**src/pkg/dsp_pkg.sv**
```systemverilog
/*
 * Shared constants and state encodings for the dual asynchronous serial
 * port. Assumes a single system clock that feeds every channel.
 */
package dsp_pkg;

    localparam int          NUM_CH        = 2;
    localparam int          DIV_W         = 13;
    localparam int          DATA_W        = 9;
    localparam int          FRM_W         = 11;

    // frame lengths in bit-times
    localparam logic [3:0]  LEN_SHORT     = 4'ha;
    localparam logic [3:0]  LEN_LONG      = 4'hb;

    // sixteen sample ticks per bit-time
    localparam logic [3:0]  SUB_FIRST     = 4'h1;
    localparam logic [3:0]  SUB_MID       = 4'h7;
    localparam logic [3:0]  SUB_LAST      = 4'hf;
    localparam logic [3:0]  CNT_ONE       = 4'h1;
    localparam logic [3:0]  CNT_ZERO      = 4'h0;

    localparam logic [7:0]  ONES_MIN      = 8'h03;
    localparam logic [7:0]  ONES_MAX      = 8'hff;

    localparam logic [1:0]  FIFO_DEPTH    = 2'h2;

    // receive flag bits
    localparam int          F_RDRF        = 0;
    localparam int          F_ORUN        = 1;
    localparam int          F_FE          = 2;
    localparam int          F_PF          = 3;

    // transmit flag bits
    localparam int          T_TRANSMIT_EMPTY_FLAG        = 0;
    localparam int          T_TC          = 1;
    localparam logic [1:0]  TX_FLAGS_RST  = 2'h3;

    typedef enum logic [1:0] {
        TX_IDLE = 2'b00,
        TX_PRE  = 2'b01,
        TX_DATA = 2'b11,
        TX_BRK  = 2'b10
    } dsp_tx_e;

    typedef enum logic [1:0] {
        RX_IDLE  = 2'b00,
        RX_SHIFT = 2'b01
    } dsp_rx_e;

endpackage

```
**src/design/dsp_top.sv**
```systemverilog
/*
 * Dual asynchronous serial port: one serial channel module and the top
 * that places two of them side by side. Control bits arrive as plain
 * levels, register accesses as one-cycle strobes, all synchronous to
 * core_clk. The pin wire level is resolved outside from out and oe.
 */
`timescale 1ns/1ps

// What this block does
// - Two identical independent full-duplex channels, each with own pins.
// - Transmitter and receiver run apart but share format and baud rate.
// - Transmit and receive paths double buffered beside their shifters.
// - Per channel: baud control, control one, status and data groups.
// - Rewriting an unchanged control value disturbs nothing.
// - Hardware may clear the receiver wakeup bit itself.
// - Transmit flags clear by status read, then data write.
// - Receive flags clear by status read, then data read.
// - Status-plus-data read clears receive flags, never transmit flags.
// - Flags set after the status read survive the data access.
// - Reading either status byte arms every set flag.
// - Data access reads receive holding, writes transmit holding.
// - Holding word enters shifter with start, stop, parity framing.
// - Pins are serial while enabled, otherwise general I/O.
// - Open-drain select applies to both pins in every use.
// - A bit-time is one baud period.
// - Start bit needs three one-samples before the falling edge.
// - Idle frames all ones, break frames all zeros, full length.
// - Frame-length bit selects ten- or eleven-bit frames.
// - Data goes least significant bit first, same format both ends.
// - Polled flags or interrupt requests gated by enable bits.
// - Baud is clock over 32 times divisor; zero stops it.
// - Sixteen samples per bit, resynchronised on line transitions.
// - Parity in top data bit, even or odd by select.
module dsp_chan
    import dsp_pkg::*;
(
    input  wire logic              core_clk,
    input  wire logic              rst_n,
    input  wire logic [DIV_W-1:0]  baud_div,
    input  wire logic              frame_long,
    input  wire logic              par_en,
    input  wire logic              par_odd,
    input  wire logic              tx_en,
    input  wire logic              rx_en,
    input  wire logic              send_break,
    input  wire logic              rwu_wr,
    input  wire logic              rwu_wdata,
    input  wire logic [2:0]        irq_en,
    input  wire logic              open_drain,
    input  wire logic              gpio_dir_tx,
    input  wire logic              gpio_dir_rx,
    input  wire logic              gpio_out_tx,
    input  wire logic              gpio_out_rx,
    input  wire logic [1:0]        stat_rd,
    input  wire logic              data_rd,
    input  wire logic              data_wr,
    input  wire logic [DATA_W-1:0] wdata,
    output logic      [DATA_W-1:0] rdata,
    output logic      [1:0]        tx_flags,
    output logic      [3:0]        rx_flags,
    output logic                   receiver_wakeup_bit,
    output logic                   irq_req,
    output logic                   tx_pin_out,
    output logic                   tx_pin_oe,
    output logic                   rx_pin_out,
    output logic                   rx_pin_oe,
    input  wire logic              rx_pin_in
);

    typedef struct packed {
        logic [DIV_W-1:0]            bcnt;
        logic                        btgl;
        logic                        tick;
        logic                        te_r;
        logic                        re_r;
        logic                        te_d;
        dsp_tx_e                     tst;
        logic [3:0]                  tsub;
        logic [3:0]                  tcnt;
        logic [FRM_W-1:0]            tsh;
        logic                        txd;
        logic                        pend_pre;
        logic [DATA_W-1:0]           thold;
        logic [1:0]                  tflg;
        logic [1:0]                  tarm;
        dsp_rx_e                     rst;
        logic [3:0]                  rsub;
        logic [3:0]                  rcnt;
        logic [FRM_W-1:0]            rbits;
        logic                        rprev;
        logic [7:0]                  ones;
        logic [3:0]                  rflg;
        logic [3:0]                  rarm;
        logic [1:0][DATA_W-1:0]      mem;
        logic                        wp;
        logic                        rp;
        logic [1:0]                  cnt;
        logic                        receiver_wakeup_bit;
    } dsp_chan_s;

    dsp_chan_s s_r;
    dsp_chan_s s_nxt;

    // returns {oe, out}; open drain only ever pulls low
    function automatic logic [1:0] pin_drive(input logic od, input logic v);
        pin_drive = {(od ? ~v : 1'b1), v};
    endfunction

    // puts the parity bit into the top data bit of the frame
    function automatic logic [DATA_W-1:0] with_parity(
        input logic [DATA_W-1:0] d,
        input logic              lng,
        input logic              pe,
        input logic              odd
    );
        logic [DATA_W-1:0] r;
        r = d;
        if (pe && lng) begin
            r[8] = (^d[7:0]) ^ odd;
        end else if (pe) begin
            r[7] = (^d[6:0]) ^ odd;
        end
        if (!lng) begin
            r[8] = 1'b0;
        end
        with_parity = r;
    endfunction

    always_comb begin
        logic [3:0]        flen;
        logic [1:0]        tarm_eff;
        logic [3:0]        rarm_eff;
        logic [1:0]        tclr;
        logic [3:0]        rclr;
        logic [1:0]        tset;
        logic [3:0]        rset;
        logic              push;
        logic              pop;
        logic              done;
        logic              stop;
        logic [DATA_W-1:0] rdat;
        logic [DATA_W-1:0] tdat;
        s_nxt = s_r;
        flen = frame_long ? LEN_LONG : LEN_SHORT;
        tset = '0;
        rset = '0;
        push = 1'b0;
        done = 1'b0;
        stop = 1'b0;
        rdat = '0;
        tarm_eff = '0;
        rarm_eff = '0;
        tclr = '0;
        rclr = '0;
        pop = 1'b0;
        tdat = with_parity(s_r.thold, frame_long, par_en, par_odd);
        // enables are sampled copies; te_r acts as a level, te_d marks its rising edge
        s_nxt.te_r = tx_en;
        s_nxt.re_r = rx_en;
        s_nxt.te_d = s_r.te_r;

        // sample clock at fsys/(2*div), i.e. 16x the baud rate
        s_nxt.tick = 1'b0;
        if (baud_div == '0) begin
            s_nxt.bcnt = '0;
            s_nxt.btgl = 1'b0;
        end else if (s_r.bcnt >= baud_div - 1'b1) begin
            s_nxt.bcnt = '0;
            s_nxt.btgl = ~s_r.btgl;
            s_nxt.tick = s_r.btgl;
        end else begin
            s_nxt.bcnt = s_r.bcnt + 1'b1;
        end

        // status read arms exactly the flags it saw set
        tarm_eff = (|stat_rd) ? s_r.tflg : s_r.tarm;
        rarm_eff = (|stat_rd) ? s_r.rflg : s_r.rarm;
        if (|stat_rd) begin
            s_nxt.tarm = s_r.tflg;
            s_nxt.rarm = s_r.rflg;
        end
        tclr = data_wr ? tarm_eff : 2'b00;
        rclr = data_rd ? rarm_eff : 4'h0;
        if (data_wr) begin
            s_nxt.tarm = 2'b00;
            s_nxt.thold = wdata;
        end
        if (data_rd) begin
            s_nxt.rarm = 4'h0;
        end
        pop = rclr[F_RDRF] && (s_r.cnt != 2'h0);

        // transmitter
        if (s_r.te_r && !s_r.te_d) begin
            s_nxt.pend_pre = 1'b1;
        end
        if (s_r.tick && s_r.tst != TX_IDLE) begin
            s_nxt.tsub = s_r.tsub + 1'b1;
            if (s_r.tsub == SUB_LAST) begin
                s_nxt.tsh = {1'b1, s_r.tsh[FRM_W-1:1]};
                s_nxt.tcnt = s_r.tcnt - 1'b1;
                if (s_r.tcnt == CNT_ONE) begin
                    s_nxt.tst = TX_IDLE;
                    done = 1'b1;
                    if (s_r.tst == TX_BRK && !(send_break && s_r.te_r)) begin
                        // one mark bit so the next start bit is seen
                        s_nxt.tst = TX_PRE;
                        s_nxt.tsh = '1;
                        s_nxt.tcnt = CNT_ONE;
                        done = 1'b0;
                    end
                end
            end
        end
        if (s_r.tst == TX_IDLE && s_r.te_r) begin
            s_nxt.tsub = '0;
            s_nxt.tcnt = flen;
            // first enabled cycle sends the preamble ahead of any data
            if (s_r.pend_pre || !s_r.te_d) begin
                s_nxt.tst = TX_PRE;
                s_nxt.tsh = '1;
                s_nxt.pend_pre = 1'b0;
            end else if (send_break) begin
                s_nxt.tst = TX_BRK;
                s_nxt.tsh = '0;
            end else if (!s_r.tflg[T_TRANSMIT_EMPTY_FLAG]) begin
                s_nxt.tst = TX_DATA;
                s_nxt.tsh = frame_long ? {1'b1, tdat, 1'b0}
                                       : {2'b11, tdat[7:0], 1'b0};
                tset[T_TRANSMIT_EMPTY_FLAG] = 1'b1;
            end
        end
        if (!s_r.te_r && s_r.tst == TX_IDLE) begin
            s_nxt.pend_pre = 1'b0;
        end
        if (done && !s_r.pend_pre && !send_break
            && (s_r.tflg[T_TRANSMIT_EMPTY_FLAG] || !s_r.te_r)) begin
            tset[T_TC] = 1'b1;
        end
        s_nxt.txd = (s_nxt.tst == TX_IDLE) ? 1'b1 : s_nxt.tsh[0];

        // receiver, same tick and frame length as the transmitter
        if (!s_r.re_r) begin
            s_nxt.rst = RX_IDLE;
            s_nxt.ones = '0;
        end else if (s_r.tick) begin
            s_nxt.rprev = rx_pin_in;
            if (s_r.rst == RX_IDLE) begin
                if (rx_pin_in) begin
                    if (s_r.ones != ONES_MAX) begin
                        s_nxt.ones = s_r.ones + 1'b1;
                    end
                    // a whole idle frame wakes a sleeping receiver
                    if (s_r.receiver_wakeup_bit && s_r.ones == {4'h0, flen} << 4) begin
                        s_nxt.receiver_wakeup_bit = 1'b0;
                    end
                end else begin
                    if (s_r.ones >= ONES_MIN) begin
                        s_nxt.rst = RX_SHIFT;
                        s_nxt.rsub = SUB_FIRST;
                        s_nxt.rcnt = CNT_ZERO;
                    end
                    s_nxt.ones = '0;
                end
            end else begin
                s_nxt.rsub = s_r.rsub + 1'b1;
                if (rx_pin_in != s_r.rprev) begin
                    s_nxt.rsub = SUB_FIRST;
                end
                if (s_r.rsub == SUB_MID) begin
                    if (s_r.rcnt == CNT_ZERO && rx_pin_in) begin
                        s_nxt.rst = RX_IDLE;
                    end else begin
                        s_nxt.rbits[s_r.rcnt] = rx_pin_in;
                        s_nxt.rcnt = s_r.rcnt + 1'b1;
                        if (s_r.rcnt == flen - CNT_ONE) begin
                            s_nxt.rst = RX_IDLE;
                            stop = rx_pin_in;
                            rdat = frame_long ? s_nxt.rbits[9:1]
                                 : {1'b0, s_nxt.rbits[8:1]};
                            if (!s_r.receiver_wakeup_bit) begin
                                // full buffer: word dropped, overrun
                                push = (s_r.cnt != FIFO_DEPTH);
                                rset[F_ORUN] = !push;
                                rset[F_FE] = !stop;
                                rset[F_PF] = par_en &&
                                    (with_parity(rdat, frame_long, 1'b1,
                                                 par_odd) != rdat);
                            end
                        end
                    end
                end
            end
        end
        if (rwu_wr) begin
            s_nxt.receiver_wakeup_bit = rwu_wdata;
        end

        // two-entry holding buffer, shifter side pushes
        if (push) begin
            s_nxt.mem[s_r.wp] = rdat;
            s_nxt.wp = ~s_r.wp;
        end
        if (pop) begin
            s_nxt.rp = ~s_r.rp;
        end
        case ({push, pop})
            2'b10:   s_nxt.cnt = s_r.cnt + 1'b1;
            2'b01:   s_nxt.cnt = s_r.cnt - 1'b1;
            default: s_nxt.cnt = s_r.cnt;
        endcase

        // set wins over clear
        s_nxt.tflg = (s_r.tflg & ~tclr) | tset;
        s_nxt.rflg[3:1] = (s_r.rflg[3:1] & ~rclr[3:1]) | rset[3:1];
        s_nxt.rflg[F_RDRF] = (s_nxt.cnt != 2'h0);
    end

    always_ff @(posedge core_clk or negedge rst_n) begin
        if (!rst_n) begin
            s_r <= '0;
            s_r.tflg <= TX_FLAGS_RST;
            s_r.txd <= 1'b1;
            s_r.rprev <= 1'b1;
        end else begin
            s_r <= s_nxt;
        end
    end

    // four software-visible groups: two controls, status, data
    assign rdata = s_r.mem[s_r.rp];
    assign tx_flags = s_r.tflg;
    assign rx_flags = s_r.rflg;
    assign receiver_wakeup_bit = s_r.receiver_wakeup_bit;
    assign irq_req = |(irq_en & {s_r.rflg[F_RDRF], s_r.tflg[T_TC],
                                 s_r.tflg[T_TRANSMIT_EMPTY_FLAG]});

    // shifter keeps the pin until its last frame is out
    always_comb begin
        if (s_r.te_r || s_r.tst != TX_IDLE) begin
            {tx_pin_oe, tx_pin_out} = pin_drive(open_drain, s_r.txd);
        end else if (gpio_dir_tx) begin
            {tx_pin_oe, tx_pin_out} = pin_drive(open_drain, gpio_out_tx);
        end else begin
            {tx_pin_oe, tx_pin_out} = 2'b00;
        end
        if (!s_r.re_r && gpio_dir_rx) begin
            {rx_pin_oe, rx_pin_out} = pin_drive(open_drain, gpio_out_rx);
        end else begin
            {rx_pin_oe, rx_pin_out} = 2'b00;
        end
    end
endmodule

module dsp_top
    import dsp_pkg::*;
(
    input  wire logic                           core_clk,
    input  wire logic                           rst_n,
    input  wire logic [NUM_CH-1:0][DIV_W-1:0]   baud_div,
    input  wire logic [NUM_CH-1:0]              frame_long,
    input  wire logic [NUM_CH-1:0]              par_en,
    input  wire logic [NUM_CH-1:0]              par_odd,
    input  wire logic [NUM_CH-1:0]              tx_en,
    input  wire logic [NUM_CH-1:0]              rx_en,
    input  wire logic [NUM_CH-1:0]              send_break,
    input  wire logic [NUM_CH-1:0]              rwu_wr,
    input  wire logic [NUM_CH-1:0]              rwu_wdata,
    input  wire logic [NUM_CH-1:0][2:0]         irq_en,
    input  wire logic [NUM_CH-1:0]              open_drain,
    input  wire logic [NUM_CH-1:0]              gpio_dir_tx,
    input  wire logic [NUM_CH-1:0]              gpio_dir_rx,
    input  wire logic [NUM_CH-1:0]              gpio_out_tx,
    input  wire logic [NUM_CH-1:0]              gpio_out_rx,
    input  wire logic [NUM_CH-1:0][1:0]         stat_rd,
    input  wire logic [NUM_CH-1:0]              data_rd,
    input  wire logic [NUM_CH-1:0]              data_wr,
    input  wire logic [NUM_CH-1:0][DATA_W-1:0]  wdata,
    output logic      [NUM_CH-1:0][DATA_W-1:0]  rdata,
    output logic      [NUM_CH-1:0][1:0]         tx_flags,
    output logic      [NUM_CH-1:0][3:0]         rx_flags,
    output logic      [NUM_CH-1:0]              receiver_wakeup_bit,
    output logic      [NUM_CH-1:0]              irq_req,
    output logic      [NUM_CH-1:0]              tx_pin_out,
    output logic      [NUM_CH-1:0]              tx_pin_oe,
    output logic      [NUM_CH-1:0]              rx_pin_out,
    output logic      [NUM_CH-1:0]              rx_pin_oe,
    input  wire logic [NUM_CH-1:0]              rx_pin_in
);

    // index 0 is serial_channel_a, index 1 serial_channel_b
    for (genvar c = 0; c < NUM_CH; c++) begin : g_ch
        dsp_chan u_chan (
            .core_clk    (core_clk),
            .rst_n       (rst_n),
            .baud_div    (baud_div[c]),
            .frame_long  (frame_long[c]),
            .par_en      (par_en[c]),
            .par_odd     (par_odd[c]),
            .tx_en       (tx_en[c]),
            .rx_en       (rx_en[c]),
            .send_break  (send_break[c]),
            .rwu_wr      (rwu_wr[c]),
            .rwu_wdata   (rwu_wdata[c]),
            .irq_en      (irq_en[c]),
            .open_drain  (open_drain[c]),
            .gpio_dir_tx (gpio_dir_tx[c]),
            .gpio_dir_rx (gpio_dir_rx[c]),
            .gpio_out_tx (gpio_out_tx[c]),
            .gpio_out_rx (gpio_out_rx[c]),
            .stat_rd     (stat_rd[c]),
            .data_rd     (data_rd[c]),
            .data_wr     (data_wr[c]),
            .wdata       (wdata[c]),
            .rdata       (rdata[c]),
            .tx_flags    (tx_flags[c]),
            .rx_flags    (rx_flags[c]),
            .receiver_wakeup_bit         (receiver_wakeup_bit[c]),
            .irq_req     (irq_req[c]),
            .tx_pin_out  (tx_pin_out[c]),
            .tx_pin_oe   (tx_pin_oe[c]),
            .rx_pin_out  (rx_pin_out[c]),
            .rx_pin_oe   (rx_pin_oe[c]),
            .rx_pin_in   (rx_pin_in[c])
        );
    end

endmodule

```
**config.mk**
```make
export PLATFORM = sky130hd
export DESIGN_NAME = dsp_top
export DESIGN_NICKNAME = d
export VERILOG_FILES = /design/src/pkg/dsp_pkg.sv /design/src/design/dsp_top.sv
export SDC_FILE = /design/constraint.sdc
export NUM_CORES = 1
export LEC_CHECK = 0
export BUFFER_PORTS_ARGS = -buffer_cell sky130_fd_sc_hd__buf_2
export CORE_MARGIN = 2
export CORE_UTILIZATION = 45
export CTS_CLUSTER_DIAMETER = 200
export DETAILED_ROUTE_END_ITERATION = 6
export SYNTH_ARGS = -nofsm -noshare
export SYNTH_HDL_FRONTEND = slang
export SYNTH_SLANG_ARGS = --single-unit
export TNS_END_PERCENT = 50
```
**constraint.sdc**
```tcl
create_clock -name core_clk -period 3.2 [get_ports core_clk]
set_clock_uncertainty 0.1 [all_clocks]
set_input_delay 0.64 -clock core_clk [delete_from_list [all_inputs] [get_ports core_clk]]
set_output_delay 0.64 -clock core_clk [all_outputs]
set_load 0.01 [all_outputs]
```
==> impl_results.md, run 1 <==
- CP arrival: 3340 ps
- Final Hold Viols: 0
- Area fraction of the dominant cell type after synthesis: 0.443
- Reg2reg path depth: 8
- Design area: 14100 um^2
- Syn Nets: 1407
- Routed vias: 9275
- Largest net degree at the start of global routing: 88
- Status: complete, no violations
- Total GRT Usage: 0.188
- DRC Markers: 0
- Tcrit/Tclk final: 0.952
- Crit path max fanout: 4
- VDD IR max: 0.356 mV
- First-pass GRT wire length: 44800 um
- Die Area: 28400 um^2
- Hold-fix buffer count after cts: 0
- Dpl cell area: 13300 um^2
- Rel. slew slack: 0.489
- Post-CTS setup repair buffer count: 0
- Nets: 1540
- DP HPWL: 18900 um
- Pwr dens: 485 nW/um^2
- Rows: 60
- Top FF cell, synth: dfrtp_1
- Ratio of cells with drive above 1 in the final layout: 0.205
- Pleak: 0.00656 uW
- Worst setup path class: input pin to register
- TNS Setup: 0 ps
- Avg Cell Area, Syn: 9.62 um^2
- Port-buffer cells: 129
- Comb pwr share: 0.124
- Root Buffer: clkbuf_16
- GPL Wtd Cong: 0.806
- Register area share after synthesis: 0.461
- Clk_lat worst skew: 510 ps
- I/O pin cnt: 130
- Final worst slack: 152 ps
- Starting Density: 0.455
- Synth Instances: 1267
- Drt pass-1 iters: 5
- Switch Pwr: 1720 uW
- Antenna-violating nets left: 0
- # setup viols final: 0
- Synthesized cell area: 12200 um^2
- P&R area growth vs syn: 15.9%
- Final Max Tran Viols: 0
- CP required: 3490 ps
- TritonCTS clock tree: yes
- Gr ovfl total: 0
- Number of DRC markers in iteration 0: 400
- Min-Delay Path Class: input pin to async pin
- Core area: 26800 um^2
- Via density: 5.28
- Max cap viols: 0
- Top achievable clock speed: 0.328 GHz
- EDFF count, synth: 0
- Synth async-reset ratio: 1.00
- Initial antenna violation count: 1
- Yosys warning total: 0
- Synthesized flop and latch total: 224
- Wire per inst: 14.9 um
- Clk pwr share: 0.414
- Synth top area cells: dfrtp_1 44%, ha_1 5.3%, mux2_2 5.2%
- Flop pwr share: 0.462
- Clock slew at reported path FFs: 60 ps
- Cell variety after synth: 60
- CTS Buf Count: 25
- DRT Wirelength: 26200 um
- Clock tree buffer depth: 3
- Antenna cells: 0
- Die height: 169 um
- Setup WS pre-CTS: -380 ps
- Sw Share: 0.251
- Power Internal: 5140 uW
- Worst setup SP type: input pin
- Num Clock Sinks: 224
- Die Span X: 169 um
- Worst-Margin Slew: 767 ps
- H-tree levels: 1
- Synth area leader: dfrtp_1
- Vias in the first global route: 9198
- Tmin final: 3050 ps
- Crit end category: register
-- Yosys cell counts, types with 8 or more instances --
| master | instances |
|---|---|
| nand2_1 | 143 |
| and3_1 | 21 |
| nor2_1 | 127 |
| buf_4 | 25 |
| mux2_2 | 56 |
| xnor2_1 | 58 |
| nand2b_1 | 31 |
| o21ai_0 | 105 |
| xor2_1 | 35 |
| nor3_1 | 16 |
| mux2i_1 | 22 |
| o31ai_1 | 20 |
| dfstp_2 | 8 |
| o22ai_1 | 19 |
| dfrtp_1 | 216 |
| clkbuf_1 | 34 |
| inv_1 | 36 |
| nor2b_1 | 8 |
| a21oi_1 | 73 |
| ha_1 | 52 |
| nand4_1 | 13 |
| nand3_1 | 40 |
-- metrics by stage --
step,utilization,hold slack (ps),power [uW],instances
floorplan,-,244,3760,1267
global placement,0.496,353,4060,1713
detailed placement,0.496,356,4070,1713
CTS,0.527,59.5,6950,1757
global route,0.527,85.2,7220,1758
finish,0.527,34.3,6860,1758
-- per-layer routing --
metal / global-route usage / part of all wire / vias to the layer above
li1: - / - / 4687
met1: 0.254 / 0.47 / 4437
met2: 0.326 / 0.48 / 123
met3: 0.0271 / 0.033 / 28
met4: 0.0360 / 0.017 / 0
met5: 0 / 0 / -
-- state kept, by name, indices dropped and copies added, names as in the netlist --
| name | count |
|---|---|
| g_ch.u_chan.rx_flags | 8 |
| g_ch.u_chan.receiver_wakeup_bit | 2 |
| g_ch.u_chan.tx_flags | 4 |
| g_ch.u_chan.s_nxt | 2 |
| g_ch.u_chan.s_r | 208 |
-- critical path, cell delays in order --
cell      delay, ps
buf_2           150
inv_12           60
ha_4            120
nand2_2          40
or3_4           330
or4_4           450
nor2_2          130
xnor2_1          70
ha_1            340
a211oi_2        190
o21ai_1         120
nand2b_1        190
a31oi_4         300
xor2_1          170
nor2_1           50
-- cell families after synthesis --
group,count (synthesis),share of synthesized area
AO/OA/AOI/OAI,265,0.127
XOR/XNOR,93,0.0668
adder cells (fa/ha/maj),52,0.0534
buffers and inverters,98,0.0387
flip-flops,224,0.461
multiplexers,78,0.0698
AND/OR/NAND/NOR,457,0.184
-- path summary, 6_finish.rpt --
kind                                                          from                                   end  slack [ps]
worst max-delay path                                   baud_div[0]   g_ch[0].u_chan.s_r[101]$_DFFE_PN0P_         150
worst min-delay path                                         rst_n      g_ch[1].u_chan.s_r[97]$_DFF_PN0_          30
worst max register to register  g_ch[0].u_chan.s_r[55]$_DFFE_PN0P_  g_ch[0].u_chan.rx_flags[3]$_DFF_PN0_         410
worst min register to register  g_ch[0].u_chan.s_r[39]$_DFFE_PN1P_    g_ch[0].u_chan.s_r[39]$_DFFE_PN1P_         370
max in group asynchronous                                    rst_n     g_ch[0].u_chan.s_r[100]$_DFF_PN0_        2170
min in group core_clk                                     tx_en[1]    g_ch[1].u_chan.s_nxt[97]$_DFF_PN0_         130
-- power groups by stage --
stage	Clock [uW]	Sequential [uW]	Combinational (uW)
after floorplan	0	3160	593
after global placement	0	3210	841
after detailed placement	0	3220	857
after CTS	2920	3170	864
after global routing	3040	3200	984
final	2840	3170	852
-- layout make-up --
cell class,count,area (um^2)
fillers,2477,12700
multi-input cells,946,6160
flip-flops and latches,224,5620
repair buffers,167,966
clock buffers,41,746
well taps,341,427
inverters,36,150
clock inverters,3,65.1
-- cell usage in the layout, fill, tap and decap left out, types with 13 or more instances in the layout --
master,count
inv_1,34
buf_2,128
nand4_1,13
mux2_2,56
clkbuf_16,25
nor2_1,126
nor3_1,16
o31ai_1,20
buf_4,36
a21oi_1,73
nand3_1,40
xor2_1,35
dfrtp_1,216
o21ai_0,104
o22ai_1,19
and3_1,21
mux2i_1,22
nand2_1,142
nand2b_1,31
ha_1,51
xnor2_1,58
-- timing repair --
action                                  in CTS  in global routing
endpoints found under the setup margin       0                 11
endpoints found under the hold margin        0                  0
gates resized for setup                      0                  2
(Power assumes the default switching activity.)
==> run 2: changes to the inputs <==
--- a/config.mk
+++ b/config.mk
@@ -5,7 +5,7 @@
 export SDC_FILE = /design/constraint.sdc
 export NUM_CORES = 1
 export LEC_CHECK = 0
-export BUFFER_PORTS_ARGS = -buffer_cell sky130_fd_sc_hd__buf_2
+export BUFFER_PORTS_ARGS = -buffer_cell sky130_fd_sc_hd__buf_4
 export CORE_MARGIN = 2
 export CORE_UTILIZATION = 45
 export CTS_CLUSTER_DIAMETER = 200
==> run 2 against run 1 <==
Net effect:
- sequential share of layout area is 1.2 points lower
- worst setup slack better by 26 ps
- combinational power is 6.7% higher
- register-to-register slack worse by 70 ps
- worst hold slack worse by 3.0 ps
- largest power group unchanged
==> impl_results.md, run 2 (synthesized netlist as in run 1, its figures left out) <==
- CP required: 3510 ps
- Worst setup path class: input pin to register
- Wire per inst: 15.1 um
- Core area: 26800 um^2
- Clk pwr share: 0.426
- I/O pin cnt: 130
- First-pass GRT wire length: 44400 um
- Fillers: 2486
- Hold-fix buffer count after cts: 0
- Design area: 14600 um^2
- Num Clock Sinks: 224
- Nets: 1541
- Reg2reg path depth: 12
- Ratio of cells with drive above 1 in the final layout: 0.210
- Number of DRC markers in iteration 0: 447
- TNS Setup: 0 ps
- GPL Wtd Cong: 0.786
- R2r endpoint: g_ch[1].u_chan.rx_flags[0]$_DFF_PN0_
- Final Max Tran Viols: 0
- VDD IR max: 0.413 mV
- Status: complete, no violations
- Drt pass-1 iters: 5
- Tcrit/Tclk final: 0.944
- Clk_lat worst skew: 530 ps
- Routed vias: 9385
- Final Hold Viols: 0
- TritonCTS clock tree: yes
- Rows: 60
- Crit path max fanout: 4
- DP HPWL: 19200 um
- Rel. slew slack: 0.471
- Sw Share: 0.249
- H-tree levels: 1
- Crit end category: register
- Antenna-violating nets left: 0
- Largest net degree at the start of global routing: 97
- Crit path to: g_ch[0].u_chan.s_r[101]$_DFFE_PN0P_
- Dpl cell area: 13600 um^2
- Clock tree buffer depth: 3
- R2R setup slack: 340 ps
- Min-Delay Path Class: input pin to async pin
- Root Buffer: clkbuf_16
- P&R area growth vs syn: 19.4%
- CP arrival: 3330 ps
- Reg-to-reg critical path startpoint: g_ch[1].u_chan.s_r[55]$_DFFE_PN0P_
- Die Span X: 169 um
- Die height: 169 um
- Worst-Margin Slew: 794 ps
- Initial antenna violation count: 0
- Vias in the first global route: 9210
- Switch Pwr: 1770 uW
- Die Area: 28400 um^2
- Crit path from: baud_div[0]
- Top achievable clock speed: 0.331 GHz
- Fin util: 0.543
- # setup viols final: 0
- Antenna cells: 0
- Total power: 7100 uW
- Pwr dens: 488 nW/um^2
- DRT Wirelength: 26700 um
- Power Internal: 5330 uW
- Flop pwr share: 0.446
- Post-CTS setup repair buffer count: 0
- DRC Markers: 0
- RSZ-0062 raised after global routing: false
- Worst setup SP type: input pin
- Most common cell after layout, fill and taps aside: dfrtp_1
- Max cap viols: 0
- Port-buffer cells: 129
- Gr ovfl total: 0
- Post-cts sizing count: 0
- Clock slew at reported path FFs: 60 ps
- Largest register FFs: 208
- CTS Buf Count: 26
- Via density: 5.33
- Tmin final: 3020 ps
- Commonest cells after routing, fill and taps aside: 216 x dfrtp_1, 162 x buf_4, 142 x nand2_1
- Final worst slack: 178 ps
- Total GRT Usage: 0.186
- Starting Density: 0.455
- Setup WS pre-CTS: -357 ps
- Largest reg by FF count: g_ch.u_chan.s_r
- Pleak: 0.00670 uW
- Comb pwr share: 0.128
run 2: cell count changes in the layout (fill, tap and decap cells not counted):
| cell | change |
|---|---|
| clkinv_2 | +3 |
| nor3b_2 | +1 |
| clkbuf_1 | -4 |
| buf_2 | -128 |
| clkbuf_8 | +2 |
| buf_4 | +126 |
| clkbuf_16 | +2 |
| nor3b_1 | -1 |
| buf_12 | +2 |
run 2: stage by stage:
| stage | hold slack (ps) | cells |
|---|---|---|
| 5_1_grt | 104 | 1761 |
| 3_3_place_gp | 355 | 1713 |
| 3_5_place_dp | 358 | 1713 |
| 4_1_cts | 92.5 | 1760 |
| 6_report | 31.4 | 1761 |
| 2_1_floorplan | 244 | 1267 |
run 2: area by class of cell:
| type | instances | area (um^2) | area share |
|---|---|---|---|
| clock inverter | 6 | 80.1 | 0.00550 |
| timing repair buffer | 167 | 1310 | 0.0901 |
| tap | 341 | 427 | 0.0293 |
| sequential | 224 | 5620 | 0.386 |
| clock buffer | 41 | 808 | 0.0555 |
| multi-input combinational | 946 | 6170 | 0.424 |
| inverter | 36 | 150 | 0.0103 |
run 2: worst min path at each step:
stage | start | endpoint | slack [ps]
floorplan | rst_n | g_ch[0].u_chan.receiver_wakeup_bit$_DFFE_PN0P_ | 240
global placement | g_ch[0].u_chan.s_r[39]$_DFFE_PN1P_ | g_ch[0].u_chan.s_r[39]$_DFFE_PN1P_ | 360
detailed placement | g_ch[0].u_chan.s_r[39]$_DFFE_PN1P_ | g_ch[0].u_chan.s_r[39]$_DFFE_PN1P_ | 360
CTS | rst_n | g_ch[1].u_chan.s_r[96]$_DFF_PN0_ | 90
global route | rst_n | g_ch[1].u_chan.s_r[76]$_DFF_PN0_ | 100
finish | rst_n | g_ch[1].u_chan.s_r[76]$_DFF_PN0_ | 30
run 2: metal layers:
metal  share of wire  global-route usage  vias up
met5               0                   0        -
met4           0.019              0.0382        0
met3           0.038              0.0283       33
met2            0.49               0.325      139
met1            0.45               0.246     4544
li1                -                   -     4669
run 2: worst max-delay path: stages:
cell and delay [ps]:
buf_4 140, inv_12 50, ha_4 120, nand2_2 50
or3_4 330, or4_4 450, nor4_4 180, xnor2_1 150
ha_1 260, nand2_1 90, nor4_1 60, a211o_1 310
a31oi_4 260, xor2_1 170, nor2_1 50
run 2: power by group through the flow:
stage	registers, uW	logic, uW	clock network [uW]
detailed placement	3220	912	0
floorplan	3160	593	0
global placement	3210	888	0
global route	3190	1040	3220
finish	3170	909	3020
CTS	3170	919	3100
==> run 3: changes to the inputs <==
--- a/config.mk
+++ b/config.mk
@@ -6,10 +6,13 @@
 export NUM_CORES = 1
 export LEC_CHECK = 0
 export BUFFER_PORTS_ARGS = -buffer_cell sky130_fd_sc_hd__buf_4
+export CELL_PAD_IN_SITES_DETAIL_PLACEMENT = 1
+export CELL_PAD_IN_SITES_GLOBAL_PLACEMENT = 2
 export CORE_MARGIN = 2
-export CORE_UTILIZATION = 45
+export CORE_UTILIZATION = 38
 export CTS_CLUSTER_DIAMETER = 200
 export DETAILED_ROUTE_END_ITERATION = 6
+export PLACE_DENSITY_LB_ADDON = 0.1
 export SYNTH_ARGS = -nofsm -noshare
 export SYNTH_HDL_FRONTEND = slang
 export SYNTH_SLANG_ARGS = --single-unit
==> run 3 against run 2 <==
Net effect:
- utilization decreased by 7.7 points
- wire length increased by 15%
- global-route usage about the same
- first-iteration DRC count decreased by 39%
- sequential cell count unchanged
- non-clock buffer count increased by 6
- sequential power about the same
- worst hold slack improved by 64 ps
- critical endpoint is now g_ch[0].u_chan.s_r[110]$_DFF_PN0_
==> impl_results.md, run 3 (synthesized netlist as in run 1, its figures left out) <==
- Antenna cells: 0
- Crit path from: baud_div[0]
- Pleak: 0.00673 uW
- Final worst slack: 138 ps
- Starting Density: 0.386
- GPL Wtd Cong: 0.767
- Root Buffer: clkbuf_16
- H-tree levels: 1
- Routed vias: 9582
- Max cap viols: 0
- CTS Buf Count: 28
- Tcrit/Tclk final: 0.957
- Crit path to: g_ch[0].u_chan.s_r[110]$_DFF_PN0_
- Largest register FFs: 208
- Antenna-violating nets left: 0
- Rel. slew slack: 0.594
- Ratio of cells with drive above 1 in the final layout: 0.212
- DRC Markers: 0
- RSZ-0062 raised after global routing: false
- Reg2reg path depth: 11
- R2r endpoint: g_ch[1].u_chan.rx_flags[0]$_DFF_PN0_
- Final non-filler cell total: 1832
- Largest net degree at the start of global routing: 66
- First-pass GRT wire length: 51200 um
- Via density: 5.23
- Worst setup SP type: input pin
- Final Hold Viols: 0
- Die Span X: 183 um
- Vias in the first global route: 10012
- Placed insts: 1779
- Number of DRC markers in iteration 0: 274
- I/O pin cnt: 130
- Reg-to-reg critical path startpoint: g_ch[1].u_chan.s_r[55]$_DFFE_PN0P_
- VDD IR max: 0.418 mV
- P&R area growth vs syn: 20.7%
- Tmin final: 3060 ps
- Total power: 7280 uW
- Final Max Tran Viols: 0
- Clock tree buffer depth: 3
- Most common cell after layout, fill and taps aside: dfrtp_1
- Commonest cells after routing, fill and taps aside: 216 x dfrtp_1, 168 x buf_4, 142 x nand2_1
- Fin util: 0.466
- Worst setup path class: input pin to register
- Gr ovfl total: 0
- TritonCTS clock tree: yes
- CP Cell Sequence: buf_4 -> inv_12 -> ha_4 -> nand2_2 -> or3_4 -> or4_4 -> nor2_2 -> xnor2_1 -> ha_1 -> a211oi_2 -> o21ai_1 -> nand2b_1 -> a31oi_4 -> nand2b_2 -> nor2_1
- Core area: 31600 um^2
- Nets: 1549
- Clk_lat worst skew: 560 ps
- CP peak stage delay: 450 ps
- Final Hold Slack: 95.1 ps
- CP required: 3570 ps
- Pwr dens: 495 nW/um^2
- Initial antenna violation count: 0
- Die height: 183 um
- DP HPWL: 22400 um
- Min-Delay Path Class: input pin to register
- Drt pass-1 iters: 4
- Crit path depth: 15
- Wire per inst: 16.7 um
- Crit path buf inv count: 2
- Top achievable clock speed: 0.327 GHz
- Setup WS pre-CTS: -434 ps
- Port-buffer cells: 129
- Crit path max fanout: 6
- Total GRT Usage: 0.186
- Num Clock Sinks: 224
- Clock slew at reported path FFs: 60 ps
- Rows: 65
- DRT Wirelength: 30600 um
- Crit end category: register
- Status: complete, no violations
- CP arrival: 3430 ps
- CP top delay family: simple AND/OR/NAND/NOR gates
- # setup viols final: 0
- Critical-path top delay cell: or4_4
- R2R setup slack: 440 ps
- Largest reg by FF count: g_ch.u_chan.s_r
- Die Area: 33500 um^2
- Worst-Margin Slew: 605 ps
-- run 3: changes by cell type in the layout (fill, tap and decap cells not counted) --
cell	delta
nand2b_2	+1
nand2b_4	-1
clkinvlp_4	+1
buf_4	+6
clkbuf_1	+4
buf_12	-1
clkinv_8	+1
clkinv_2	-3
clkbuf_16	+1
dlygate4sd3_1	+1
-- run 3: worst register-to-register path, delay by kind of cell, from the launching register on --
kind / cells / cell delay [ps]
AND/OR/NAND/NOR: 8 / 1520
XOR/XNOR: 1 / 80
flip-flops: 1 / 390
adder cells (fa/ha/maj): 2 / 560
-- run 3: layout make-up --
type                       instances  area [um^2]
fill                            3550        16800
multi-input combinational        946         6160
sequential                       224         5620
timing repair buffer             173         1350
clock buffer                      46          848
tap                              402          503
inverter                          36          150
clock inverter                     5         88.8
-- run 3: worst min path at each step --
stage                                            start                                              to  cells past startpoint
floorplan                                        rst_n  g_ch[0].u_chan.receiver_wakeup_bit$_DFFE_PN0P_                      0
global placement    g_ch[0].u_chan.s_r[14]$_DFFE_PN0P_              g_ch[0].u_chan.s_r[14]$_DFFE_PN0P_                      2
detailed placement  g_ch[1].u_chan.s_r[39]$_DFFE_PN1P_              g_ch[1].u_chan.s_r[39]$_DFFE_PN1P_                      2
CTS                                           tx_en[1]              g_ch[1].u_chan.s_nxt[97]$_DFF_PN0_                      1
global route                                  tx_en[1]              g_ch[1].u_chan.s_nxt[97]$_DFF_PN0_                      1
finish                                        tx_en[1]              g_ch[1].u_chan.s_nxt[97]$_DFF_PN0_                      1
-- run 3: routing by layer --
metal,GRT usage,vias up,part of all wire
met3,0.0260,40,0.035
li1,-,4693,-
met1,0.251,4732,0.47
met4,0.0435,0,0.021
met2,0.317,117,0.48
met5,0,-,0
-- run 3: through the flow --
stage               TNS [ps]  instance area (um^2)
global placement       -4890                 13700
CTS                        0                 14700
global route               0                 14700
detailed placement     -7250                 13700
floorplan               -804                 12200
finish                     0                 14700
-- run 3: repair_timing --
item,4_1_cts,5_1_grt
gates resized for setup,0,2
hold buffers,1,0
endpoints found under the hold margin,56,0
buffers inserted,0,0
endpoints found under the setup margin,0,6
-- run 3: where the power goes --
part | internal [uW] | switching, uW | total, uW
Sequential | 3000 | 175 | 3170
Combinational | 455 | 469 | 924
Clock | 1960 | 1230 | 3180
